**config.mk**
```make
export PLATFORM = sky130hd
export DESIGN_NAME = byte_host_shadow_port
export DESIGN_NICKNAME = d
export VERILOG_FILES = /design/src/hdl/bhsp_pkg.sv /design/src/hdl/bhsp_queue_xfer.sv /design/src/hdl/byte_host_shadow_port.sv
export SDC_FILE = /design/constraint.sdc
export NUM_CORES = 1
export LEC_CHECK = 0
export ABC_AREA = 1
export BUFFER_PORTS_ARGS = -buffer_cell sky130_fd_sc_hd__buf_2
export CORE_UTILIZATION = 45
export DETAILED_ROUTE_END_ITERATION = 10
export PLACE_DENSITY = 0.75
export SLEW_MARGIN = 20
export SYNTH_ARGS = -nofsm -noshare
export SYNTH_HDL_FRONTEND = slang
export SYNTH_HIERARCHICAL = 1
export SYNTH_SLANG_ARGS = --single-unit
```
**constraint.sdc**
```tcl
create_clock -name clk_sys -period 4.1 [get_ports clk_sys]
set_input_delay 1.025 -clock clk_sys [delete_from_list [all_inputs] [get_ports clk_sys]]
set_output_delay 1.025 -clock clk_sys [all_outputs]
set_load 0.02 [all_outputs]
```
**src/hdl/bhsp_pkg.sv**
```systemverilog
// Constants, pin bundle and state encoding for the byte host shadow port.
// Assumes a single system clock and an internal 32-bit register space of 64 words.
package bhsp_pkg;

	// ****************************************************************
	// Address layout
	// ****************************************************************
	localparam int REG_COUNT = 64;
	localparam int HOST_SPACE_BYTES = 256;
	localparam int ADDR_UPDATE_BIT = 8;
	localparam int ADDR_INDEX_HI = 7;
	localparam int ADDR_INDEX_LO = 2;
	localparam logic [8:0] ADDR_UPDATE_WEIGHT = 9'h100;

	// Internal indices served by the queue transfer registers.
	localparam logic [5:0] QUEUE_TX_INDEX = 6'h20;
	localparam logic [5:0] QUEUE_RX_INDEX = 6'h21;

	// ****************************************************************
	// Reset values
	// ****************************************************************
	localparam logic [31:0] SHADOW_RESET = 32'h0000_0000;
	localparam logic [5:0] INDEX_RESET = 6'h00;

	// ****************************************************************
	// Types
	// ****************************************************************
	typedef struct packed {
		logic select_n;
		logic read_n;
		logic write_n;
		logic [8:0] addr;
		logic [7:0] data;
	} bhsp_host_pins_t;

	localparam bhsp_host_pins_t PINS_IDLE = '{select_n: 1'b1, read_n: 1'b1, write_n: 1'b1,
		addr: 9'h000, data: 8'h00};

	typedef enum logic [1:0] {
		ST_IDLE = 2'h0,
		ST_READ = 2'h1,
		ST_WRITE = 2'h2
	} bhsp_state_t;

	// Byte 0 is the most significant byte of a quadlet.
	function automatic logic [31:0] bhsp_lane_mask(input logic [1:0] lane);
		bhsp_lane_mask = 32'hFF00_0000 >> {lane, 3'h0};
	endfunction

	function automatic logic [7:0] bhsp_pick(input logic [31:0] word, input logic [1:0] lane);
		logic [31:0] shifted;
		shifted = word << {lane, 3'h0};
		bhsp_pick = shifted[31:24];
	endfunction

	function automatic logic [31:0] bhsp_merge(input logic [31:0] word, input logic [1:0] lane,
		input logic [7:0] value);
		logic [31:0] placed;
		placed = {value, 24'h000000} >> {lane, 3'h0};
		bhsp_merge = (word & ~bhsp_lane_mask(lane)) | placed;
	endfunction

endpackage

```
**src/hdl/bhsp_queue_xfer.sv**
```systemverilog
// Transfer registers between the host port and the packet queues.
// Assumes the queues use valid/ready handshakes on clk_sys.
`timescale 1ns/100ps

module bhsp_queue_xfer (
	input wire logic clk_sys,
	input wire logic srst,
	input wire logic push_valid,
	input wire logic [31:0] push_data,
	input wire logic pop,
	output logic [31:0] rx_word,
	output logic tx_q_valid,
	output logic [31:0] tx_q_data,
	input wire logic tx_q_ready,
	input wire logic rx_q_valid,
	input wire logic [31:0] rx_q_data,
	output logic rx_q_ready
);

	logic tx_full_reg;
	logic [31:0] tx_word_reg;
	logic rx_full_reg;
	logic rx_full_next;
	logic [31:0] rx_word_reg;
	logic rx_ready_reg;
	logic rx_take;

	// A new host word wins over a drain in the same cycle, so it is never lost.
	always_ff @(posedge clk_sys) begin
		if (srst) begin
			tx_full_reg <= 1'b0;
			tx_word_reg <= bhsp_pkg::SHADOW_RESET;
		end else if (push_valid) begin
			tx_full_reg <= 1'b1;
			tx_word_reg <= push_data;
		end else if (tx_q_ready) begin
			tx_full_reg <= 1'b0;
		end
	end

	// The receive side prefetches the queue head as soon as the register is free.
	assign rx_take = rx_q_valid & rx_ready_reg;
	always_comb begin
		rx_full_next = rx_full_reg;
		if (rx_take) begin
			rx_full_next = 1'b1;
		end else if (pop) begin
			rx_full_next = 1'b0;
		end
	end

	always_ff @(posedge clk_sys) begin
		if (srst) begin
			rx_full_reg <= 1'b0;
			rx_ready_reg <= 1'b0;
			rx_word_reg <= bhsp_pkg::SHADOW_RESET;
		end else begin
			rx_full_reg <= rx_full_next;
			rx_ready_reg <= ~rx_full_next & ~rx_take;
			if (rx_take) begin
				rx_word_reg <= rx_q_data;
			end
		end
	end

	assign tx_q_valid = tx_full_reg;
	assign tx_q_data = tx_word_reg;
	assign rx_q_ready = rx_ready_reg;
	assign rx_word = rx_word_reg;

endmodule

```
**src/hdl/byte_host_shadow_port.sv**
```systemverilog
// Byte-wide host port with read and write shadow registers onto a 32-bit register space.
// Assumes the register file answers reg_rd_data in the cycle reg_rd_strobe is high.
`timescale 1ns/100ps

// Notes on behaviour
// - Sixty-four quadlet registers appear to the host as 256 bytes.
// - Every internal register access is a whole 32-bit word.
// - Address bits 1:0 pick the read shadow byte combinationally.
// - Read with update bit copies the addressed register into the read shadow.
// - Update bit weighs 0x100 in the host byte address.
// - Shadow bytes may be read in any order, any number of times.
// - Each write changes exactly one write shadow byte.
// - Write with update bit stores the byte, then commits the whole word.
// - Bytes not rewritten keep their earlier value at commit.
// - Queues are reached only through transfer registers moved by internal logic.
// - Select, read and write all low means a write cycle.
// - Without update bit, index bits are ignored and nothing is copied.
// - Host select and strobes are resampled into the system clock.
module byte_host_shadow_port (
	input wire logic clk_sys,
	input wire logic srst,
	input wire logic host_select_n,
	input wire logic host_read_n,
	input wire logic host_write_n,
	input wire logic [8:0] host_addr,
	input wire logic [7:0] host_byte_in,
	output logic [7:0] host_byte_out,
	output logic host_byte_oe,
	output logic reg_rd_strobe,
	output logic [5:0] reg_rd_index,
	input wire logic [31:0] reg_rd_data,
	output logic reg_wr_strobe,
	output logic [5:0] reg_wr_index,
	output logic [31:0] reg_wr_data,
	output logic tx_q_valid,
	output logic [31:0] tx_q_data,
	input wire logic tx_q_ready,
	input wire logic rx_q_valid,
	input wire logic [31:0] rx_q_data,
	output logic rx_q_ready
);

	// ****************************************************************
	// Pin resampling
	// ****************************************************************
	bhsp_pkg::bhsp_host_pins_t pins_raw;
	bhsp_pkg::bhsp_host_pins_t pin_s1_reg;
	bhsp_pkg::bhsp_host_pins_t pin_s2_reg;
	bhsp_pkg::bhsp_host_pins_t pin_s3_reg;
	bhsp_pkg::bhsp_host_pins_t pin_filt_reg;
	logic [19:0] pin_agree;

	assign pins_raw = {host_select_n, host_read_n, host_write_n, host_addr, host_byte_in};

	// Three stages; a bit is taken only once stages two and three agree.
	always_ff @(posedge clk_sys) begin
		pin_s1_reg <= pins_raw;
		pin_s2_reg <= pin_s1_reg;
		pin_s3_reg <= pin_s2_reg;
	end

	assign pin_agree = ~(pin_s2_reg ^ pin_s3_reg);
	always_ff @(posedge clk_sys) begin
		if (srst) begin
			pin_filt_reg <= bhsp_pkg::PINS_IDLE;
		end else begin
			pin_filt_reg <= (pin_s2_reg & pin_agree) | (pin_filt_reg & ~pin_agree);
		end
	end

	// ****************************************************************
	// Access decode
	// ****************************************************************
	bhsp_pkg::bhsp_state_t state_reg;
	logic access_write;
	logic access_read;
	logic access_end;
	logic start_write;
	logic start_read;
	logic update_bit;
	logic [1:0] lane;
	logic [5:0] index;

	// Write wins when both strobes are low, which suits hosts with one direction line.
	assign access_write = ~pin_filt_reg.select_n & ~pin_filt_reg.write_n;
	assign access_read = ~pin_filt_reg.select_n & ~pin_filt_reg.read_n & pin_filt_reg.write_n;
	assign access_end = pin_filt_reg.select_n | (pin_filt_reg.read_n & pin_filt_reg.write_n);
	assign start_write = (state_reg == bhsp_pkg::ST_IDLE) & access_write;
	assign start_read = (state_reg == bhsp_pkg::ST_IDLE) & access_read;
	assign update_bit = pin_filt_reg.addr[bhsp_pkg::ADDR_UPDATE_BIT];
	assign lane = pin_filt_reg.addr[1:0];
	assign index = pin_filt_reg.addr[bhsp_pkg::ADDR_INDEX_HI:bhsp_pkg::ADDR_INDEX_LO];

	// One access per strobe; a long read stays in one state while byte select moves.
	always_ff @(posedge clk_sys) begin
		if (srst) begin
			state_reg <= bhsp_pkg::ST_IDLE;
		end else begin
			case (state_reg)
				bhsp_pkg::ST_IDLE: begin
					if (access_write) begin
						state_reg <= bhsp_pkg::ST_WRITE;
					end else if (access_read) begin
						state_reg <= bhsp_pkg::ST_READ;
					end
				end
				bhsp_pkg::ST_READ, bhsp_pkg::ST_WRITE: begin
					if (access_end) begin
						state_reg <= bhsp_pkg::ST_IDLE;
					end
				end
				default: begin
					state_reg <= bhsp_pkg::ST_IDLE;
				end
			endcase
		end
	end

	// ****************************************************************
	// Write shadow and commit
	// ****************************************************************
	logic [31:0] wr_shadow_reg;
	logic [31:0] wr_shadow_next;
	logic push_valid;
	logic reg_wr_strobe_reg;
	logic [5:0] reg_wr_index_reg;
	logic [31:0] reg_wr_data_reg;

	assign wr_shadow_next = bhsp_pkg::bhsp_merge(wr_shadow_reg, lane, pin_filt_reg.data);

	always_ff @(posedge clk_sys) begin
		if (srst) begin
			wr_shadow_reg <= bhsp_pkg::SHADOW_RESET;
		end else if (start_write) begin
			wr_shadow_reg <= wr_shadow_next;
		end
	end

	// The commit uses the merged word, so the new byte lands in the same tick.
	assign push_valid = start_write & update_bit & (index == bhsp_pkg::QUEUE_TX_INDEX);
	always_ff @(posedge clk_sys) begin
		if (srst) begin
			reg_wr_strobe_reg <= 1'b0;
			reg_wr_index_reg <= bhsp_pkg::INDEX_RESET;
			reg_wr_data_reg <= bhsp_pkg::SHADOW_RESET;
		end else begin
			reg_wr_strobe_reg <= start_write & update_bit & (index != bhsp_pkg::QUEUE_TX_INDEX);
			if (start_write & update_bit) begin
				reg_wr_index_reg <= index;
				reg_wr_data_reg <= wr_shadow_next;
			end
		end
	end

	// ****************************************************************
	// Read shadow
	// ****************************************************************
	logic [31:0] rd_shadow_reg;
	logic rd_strobe_reg;
	logic rd_queue_reg;
	logic [5:0] rd_index_reg;
	logic [31:0] rx_word;

	always_ff @(posedge clk_sys) begin
		if (srst) begin
			rd_strobe_reg <= 1'b0;
			rd_queue_reg <= 1'b0;
			rd_index_reg <= bhsp_pkg::INDEX_RESET;
		end else begin
			rd_strobe_reg <= start_read & update_bit & (index != bhsp_pkg::QUEUE_RX_INDEX);
			rd_queue_reg <= start_read & update_bit & (index == bhsp_pkg::QUEUE_RX_INDEX);
			if (start_read & update_bit) begin
				rd_index_reg <= index;
			end
		end
	end

	// The snapshot only changes two cycles after a read with update starts; plain reads leave it alone.
	always_ff @(posedge clk_sys) begin
		if (srst) begin
			rd_shadow_reg <= bhsp_pkg::SHADOW_RESET;
		end else if (rd_strobe_reg) begin
			rd_shadow_reg <= reg_rd_data;
		end else if (rd_queue_reg) begin
			rd_shadow_reg <= rx_word;
		end
	end

	// ****************************************************************
	// Queue transfer registers
	// ****************************************************************
	bhsp_queue_xfer u_queue_xfer (
		.clk_sys(clk_sys),
		.srst(srst),
		.push_valid(push_valid),
		.push_data(wr_shadow_next),
		.pop(rd_queue_reg),
		.rx_word(rx_word),
		.tx_q_valid(tx_q_valid),
		.tx_q_data(tx_q_data),
		.tx_q_ready(tx_q_ready),
		.rx_q_valid(rx_q_valid),
		.rx_q_data(rx_q_data),
		.rx_q_ready(rx_q_ready)
	);

	// ****************************************************************
	// Outputs
	// ****************************************************************
	// Byte select and drive window follow the raw pins, so a host can step lanes at bus speed.
	assign host_byte_out = bhsp_pkg::bhsp_pick(rd_shadow_reg, host_addr[1:0]);
	assign host_byte_oe = ~host_select_n & ~host_read_n & host_write_n;
	assign reg_rd_strobe = rd_strobe_reg;
	assign reg_rd_index = rd_index_reg;
	assign reg_wr_strobe = reg_wr_strobe_reg;
	assign reg_wr_index = reg_wr_index_reg;
	assign reg_wr_data = reg_wr_data_reg;
endmodule

```
==> results of run 1 <==
## critical path: stages
cell	delay, ps
buf_2	260
inv_1	260
o21ai_0	260
o22ai_1	110
buf_2	170
## cell families (layout without fill, tap and decap cells)
family | Yosys count | count (layout) | synth area share, %
buffers and inverters | 150 | 318 | 7.49
and+or+nand+nor | 627 | 627 | 26.0
DFF | 260 | 260 | 55.0
AOI/OAI and AO/OA | 213 | 213 | 11.4
adders and majority gates | 1 | 1 | 0.132
## worst paths after layout
kind	endpoint	slack (ps)	cells after the start
max	host_byte_out[6]	990	5
min	pin_s2_reg[12]$_DFF_P_	320	0
max reg2reg	u_queue_xfer/tx_q_data[22]$_SDFFE_PP0P_	1360	9
min reg2reg	pin_s2_reg[12]$_DFF_P_	320	0
## routing by layer
| metal | vias to the layer above | global-route usage, % |
|---|---|---|
| met5 | - | 0 |
| met4 | 0 | 7.47 |
| met3 | 41 | 3.60 |
| met2 | 270 | 35.5 |
| met1 | 3886 | 28.3 |
| li1 | 4226 | - |
## layout make-up
cell class	instances	area share, %
well taps	270	2.99
clock buffers	37	6.84
clock inverters	12	1.54
repair buffers	184	8.32
flip-flops and latches	260	46.0
inverters	85	2.86
multi-input cells	841	31.4
## where the power goes
part | internal [mW] | switching [mW] | leakage [nW]
clock | 1.57 | 0.988 | 0.466
sequential | 2.61 | 0.0507 | 2.13
combinational | 0.0975 | 0.177 | 3.20
total | 4.28 | 1.22 | 5.80
## metrics by stage
stage | instances | setup slack [ps] | hold slack [ps]
CTS | 1689 | 1010 | 318
global route | 1689 | 878 | 325
detailed placement | 1640 | 1010 | 312
global placement | 1640 | 1070 | 312
floorplan | 1251 | 1340 | 310
finish | 1689 | 988 | 316
## cell usage in the layout (no fill, tap or decap)
master      count
buf_2         176
clkbuf_1        4
dfxtp_1       260
inv_6           2
o21ai_1        19
clkbuf_16      27
a21oi_1        27
o22ai_1         8
nor2_8          1
clkinv_4        1
nor3_4          1
bufinv_16       4
clkinvlp_4      1
buf_4           8
nor2_1        315
nor3b_1         1
inv_2           5
nand2_1       256
nor3_1          1
inv_4           1
o21ai_0       159
or2_2           1
inv_1          78
nand2_2         5
nor2_2          3
ha_1            1
nand3_1        43
clkinv_2        5
clkbuf_8        6
==> metrics.md, run 1 <==
| Metric | Value |
|---|---|
| Net Count, Synth | 1,340 |
| Dominant synthesized flop cell | dfxtp_1 |
| Crit. End Element | output pin |
| Average cell area after synthesis | approximately 7.6 um^2 |
| Clock transition at path regs | around 60 ps |
| Clk_lat worst skew | 530 ps |
| Pleak | 5.80 nW |
| Status | finished clean |
| Ranking of synthesized cells by area | dfxtp_1 55%, nor2_1 13%, nand2_1 10%, o21ai_0 8.4%, inv_1 3.1% |
| Tot Pwr | between 5 and 6 mW |
| Cts hold-fix bufs | 0 |
| WP data required | 3070 ps |
| Period minus WS final | approximately 3100 ps |
| Top Layer Used | met4 |
| Library cells used by synthesis | 25 |
| Cell count after synthesis | between 1,000 and 1,500 |
| Port bufs | approximately 180 |
| Die span in y | 147 um |
| Final hold vios | 0 |
| Setup Skew | 20.8 ps |
| Ant. Diodes | 0 |
| GPL Wtd Cong | 0.807 |
| CTS tree | yes |
| Critical path class | primary input to output pin |
| Top cell type's share of synthesized area | 55.0% |
| Number of synthesized flops with an enable pin | 0 |
| Synth async-reset ratio | 0% |
| Routed wl met3 | roughly 1500 um |
| Setup TNS | 0 ps |
| Fmax | 321 MHz |
| Growth of design area from synthesis to finish | 19.6% |
| Worst relative slew slack | 33.0% |
| Worst Tran Pin Value | 1000 ps |
| Largest net degree at the start of global routing | 65 |
| TritonCTS sink count | 260 |
| Worst VDD drop | about 0.37 mV |
| Util after Layout | 55.3% |
| Vias in the first global route | roughly 7,600 |
| Clock tree buffer depth | 3 |
| Wirelength, routed | 23,500 um |
| Number of max-cap violations | 0 |
| Slew Limit Fails | 0 |
| Pwr dens | 486 mW/mm^2 |
| Total die area | 0.0216 mm^2 |
| Post-route clock period utilization | 75.9% |
| Synth Warn # | 6 |
| Post-CTS sizing | 0 |
| Setup crit start | host_addr[0] |
| Final net count | 1,488 |
| Footprint of the flip-flops and latches | approximately 0.0052 mm^2 |
| DP HPWL | 15,100 um |
| Num rows | 52 |
| Clock Tree Root | clkbuf_16 |
| Cell taking the most area after synthesis | dfxtp_1 |
| H-tree Lvls | 1 |
| Mapped Area | around 0.0095 mm^2 |
| Reg2Reg Launch Point | state_reg[0]$_SDFFE_PP0P_ |
| Final Instance Area | 0.0113 mm^2 |
| CP max FO | 18 |
| Antenna violations before repair | 0 |
| Via/cell ratio | around 5 |
| Drt pass-1 iters | 5 |
| Setup Fix Bufs, Post-CTS | 0 |
| Core area | 0.0204 mm^2 |
| Startpoint Class | primary input |
| Die width | ~150 um |
| Placed cell area | 0.0104 mm^2 |
| CTS buffer count | 27 |
| DRC viols | 0 |
| Synthesized flop and latch total | 260 |
| Layout cells sized above 1 | 17.4% |
| Area of the multi-input gates | approximately 0.0036 mm^2 |
| Final Setup Violations | 0 |
| Initial core utilization | 46.3% |
| Worst hold path type | register to register |
| WL met1 | 10,100 um |
| Total number of vias | 8,423 |
| Met2 Wirelength | 11,200 um |
| I/O pin count | 177 |
| Number of fill cells | 1,907 |
| Worst Min Path Start | pin_s1_reg[12]$_DFF_P_ |
| RSZ-0062 raised after global routing | no |
| First-pass GRT wire length | 37,800 um |
| Post-synthesis sequential area ratio | 55.0% |
| Post-DR wirelength/cell | 13.9 um |
| Total track usage | a little over a fifth |
| DR iter-0 viols | 542 |
| Most frequent cell after synthesis | nor2_1 |
| Post-route ant nets | 0 |
| Commonest cells in the netlist | 315 x nor2_1, 260 x dfxtp_1, 257 x nand2_1, 159 x o21ai_0, 78 x inv_1 |
| Gr ovfl total | 0 |
| Critical path arrival | 2090 ps |
Note: power is estimated with default switching activity, not from simulation.
==> run 2: changes to the inputs <==
--- a/config.mk
+++ b/config.mk
@@ -5,11 +5,11 @@
 export SDC_FILE = /design/constraint.sdc
 export NUM_CORES = 1
 export LEC_CHECK = 0
-export ABC_AREA = 1
+export ABC_AREA = 0
 export BUFFER_PORTS_ARGS = -buffer_cell sky130_fd_sc_hd__buf_2
 export CORE_UTILIZATION = 45
 export DETAILED_ROUTE_END_ITERATION = 10
-export PLACE_DENSITY = 0.75
+export PLACE_DENSITY = 0.74
 export SLEW_MARGIN = 20
 export SYNTH_ARGS = -nofsm -noshare
 export SYNTH_HDL_FRONTEND = slang
==> constraint.sdc (replaced) <==
create_clock -name clk_sys -period 3.2 [get_ports clk_sys]
set_input_delay 0.8 -clock clk_sys [delete_from_list [all_inputs] [get_ports clk_sys]]
set_output_delay 0.8 -clock clk_sys [all_outputs]
set_load 0.02 [all_outputs]
==> run 2 against run 1 <==
Clock power grew 18%. Critical path depth fell by 2. Clock skew shrank 11 ps. Clock-buffer cell count is the same. Via count shrank 19%. Power rose by 22%. First-iteration DRC count decreased by 54%. Largest cell class unchanged. Cell count decreased by 21%. Critical path type unchanged.
==> metrics.md, run 2 <==
| Metric | Value |
|---|---|
| Most frequent cell after synthesis | dfxtp_1 |
| Die span in y | 151 um (+3.0%) |
| I/O pin count | 177 (unchanged) |
| Pre-CTS setup slack | 571 ps (-444 ps) |
| WP data required | 2400 ps (-670 ps) |
| H-tree Lvls | 1 (unchanged) |
| Ranking of synthesized cells by area | dfxtp_1 52%, mux2i_1 11%, mux2_2 6.3%, nand2b_1 3.4%, nor2_1 2.8% |
| Sw frac | 21.8% (-0.34 points) |
| Worst relative slew slack | 42.0% (+9.0 points) |
| Final Setup Violations | 0 (unchanged) |
| Number of synthesized flops with an enable pin | 0 (unchanged) |
| Post-synthesis sequential area ratio | 51.8% (-3.2 points) |
| Period minus WS final | approximately 2600 ps |
| Post-route clock period utilization | 82.4% |
| Die width | 151 um (+3.0%) |
| Wirelength, routed | 21,500 um (-8.3%) |
| Top cell type's share of synthesized area | 51.8% (-3.2 points) |
| Via/cell ratio | 5.13 (+2.8%) |
| Clock tree buffer depth | 3 (unchanged) |
| DRC viols | 0 (unchanged) |
| Tot Pwr | 6.72 mW (+22%) |
| Commonest non-fill, non-tap cells in the layout | 258 x dfxtp_1, 175 x buf_2, 108 x mux2i_1 |
| Post-route ant nets | 0 (unchanged) |
| Setup Skew | 9.51 ps (-11.3 ps) |
| Library cells used by synthesis | 46 (+84%) |
| RSZ-0062 raised after global routing | no |
| Startpoint Class | primary input |
| Largest net degree at the start of global routing | 73 (+12%) |
| Core area | 0.0218 mm^2 (+6.8%) |
| Final hold vios | 0 (unchanged) |
| Vias in the first global route | 6,343 (-17%) |
| CTS tree | yes |
| Psw | 1.46 mW (+21%) |
| Dominant synthesized flop cell | dfxtp_1 |
| Util after Layout | 54.4% (-0.99 points) |
| Post-DR wirelength/cell | 16.1 um (+16%) |
| Antenna violations before repair | 1 (+1) |
| TritonCTS sink count | 260 (unchanged) |
| Internal Dissipation | 5.26 mW (+23%) |
| Slew Limit Fails | 0 (unchanged) |
| CP max FO | 9 (-9) |
| Sequential power share | 50.3% (+1.9 points) |
| Clk_lat worst skew | 520 ps (about the same) |
| Clock Tree Root | clkbuf_16 |
| Total die area | 0.0229 mm^2 (+6.1%) |
| Growth of design area from synthesis to finish | 18.1% |
| Ant. Diodes | 0 (unchanged) |
| Crit. End Element | output pin |
| Gr ovfl total | 0 (unchanged) |
| Critical path arrival | 1840 ps (-250 ps) |
| Initial core utilization | 46.0% (-0.27 points) |
| Cell count after synthesis | 889 (-29%) |
| Critical path class | primary input to output pin |
| Total number of vias | 6,864 (-19%) |
| DP HPWL | 14,700 um (-2.9%) |
| Cell taking the most area after synthesis | dfxtp_1 |
| Synthesized flop and latch total | 260 (unchanged) |
| Layout cells sized above 1 | 33.5% (+16 points) |
| Pwr dens | 567 mW/mm^2 (+17%) |
| Total track usage | 18.4% (-3.0 points) |
| Number of max-cap violations | 0 (unchanged) |
| GPL Wtd Cong | 0.795 (-1.5%) |
| Port bufs | 176 (unchanged) |
| Average cell area after synthesis | 11.3 um^2 (+49%) |
| Worst VDD drop | 0.452 mV (+21%) |
| Synth Warn # | 6 (unchanged) |
| DR iter-0 viols | 251 (-54%) |
| Pleak | 5.10 nW (-12%) |
| Fmax | 379 MHz |
| Logic gate share of total power | 4.8% (-0.2 points) |
| Clock share of power | 44.9% (-1.7 points) |
| Num rows | 54 (+3.8%) |
| Worst Tran Pin Value | 868 ps (-133 ps) |
| Drt pass-1 iters | 4 (-1) |
| Commonest cells in the netlist | 260 x dfxtp_1, 108 x mux2i_1, 74 x nor2_1, 56 x mux2_2, 54 x nand2b_1 |
| Status | finished clean |
| Net Count, Synth | 978 (-27%) |
| Clock transition at path regs | 60 ps (about the same) |
| First-pass GRT wire length | 33,500 um (-11%) |
| Mapped Area | 0.0100 mm^2 (+6.2%) |
| Most common cell after layout, fill and taps aside | dfxtp_1 |
| Setup TNS | 0 ps (unchanged) |
| Setup Fix Bufs, Post-CTS | 0 (unchanged) |
| Synth async-reset ratio | 0% (unchanged) |
| Post-CTS sizing | 0 (unchanged) |
| PnR worst setup slack | 562 ps (-426 ps) |
| Worst hold path type | register to register |
| CTS buffer count | 27 (unchanged) |
| Cts hold-fix bufs | 0 (unchanged) |
| Final net count | 1,130 (-24%) |
-- run 2: cells by family (layout without fill, tap and decap cells) --
family	Yosys count	count (layout)	synth area share [%]
AO/OA/AOI/OAI	177	177	13.7
adder cells (fa/ha/maj)	1	1	0.125
buffers and inverters	70	240	4.34
flip-flops	260	260	51.8
multiplexers	180	180	19.7
AND/OR/NAND/NOR	201	201	10.3
-- run 2: per-stage QoR --
step                instances  area, um^2  hold WS [ps]
finish                   1339       11900           326
global route             1339       11900           332
CTS                      1339       11900           326
detailed placement       1292       11000           312
global placement         1292       11000           312
floorplan                 889       10000           310
-- run 2: power by group through the flow --
stage               logic, mW  clock network, mW  registers [mW]
global placement        0.319                  0            3.45
detailed placement      0.323                  0            3.45
finish                  0.323               3.02            3.38
CTS                     0.324               3.08            3.38
global route            0.353               3.21            3.39
floorplan               0.234                  0            3.43
-- run 2: metal layers --
metal	vias up	GRT usage (%)	part of all wire, %
li1	3393	-	-
met1	3262	24.0	45
met2	164	29.9	47
met3	43	4.01	5.2
met4	2	6.80	3.1
met5	-	0	0.037
-- run 2: area by class of cell --
type	count	area (um^2)
clock buffers	37	783
clock inverters	10	87.6
fillers	1885	9960
inverters	4	15.0
multi-input cells	559	4410
flip-flops and latches	260	5210
well taps	280	350
repair buffers	189	1010
-- run 2: worst paths after layout --
| check | start | to | cells past startpoint | slack, ps |
|---|---|---|---|---|
| setup / recovery | host_addr[0] | host_byte_out[2] | 3 | 560 |
| hold / removal | pin_s1_reg[15]$_DFF_P_ | pin_s2_reg[15]$_DFF_P_ | 0 | 330 |
| setup reg to reg | state_reg[0]$_SDFFE_PP0P_ | u_queue_xfer/tx_q_data[23]$_SDFFE_PP0P_ | 8 | 790 |
| hold reg to reg | pin_s1_reg[15]$_DFF_P_ | pin_s2_reg[15]$_DFF_P_ | 0 | 330 |
-- run 2: worst max-delay path, stage by stage --
cell and delay, ps:
buf_2 300, mux4_2 560, buf_2 170
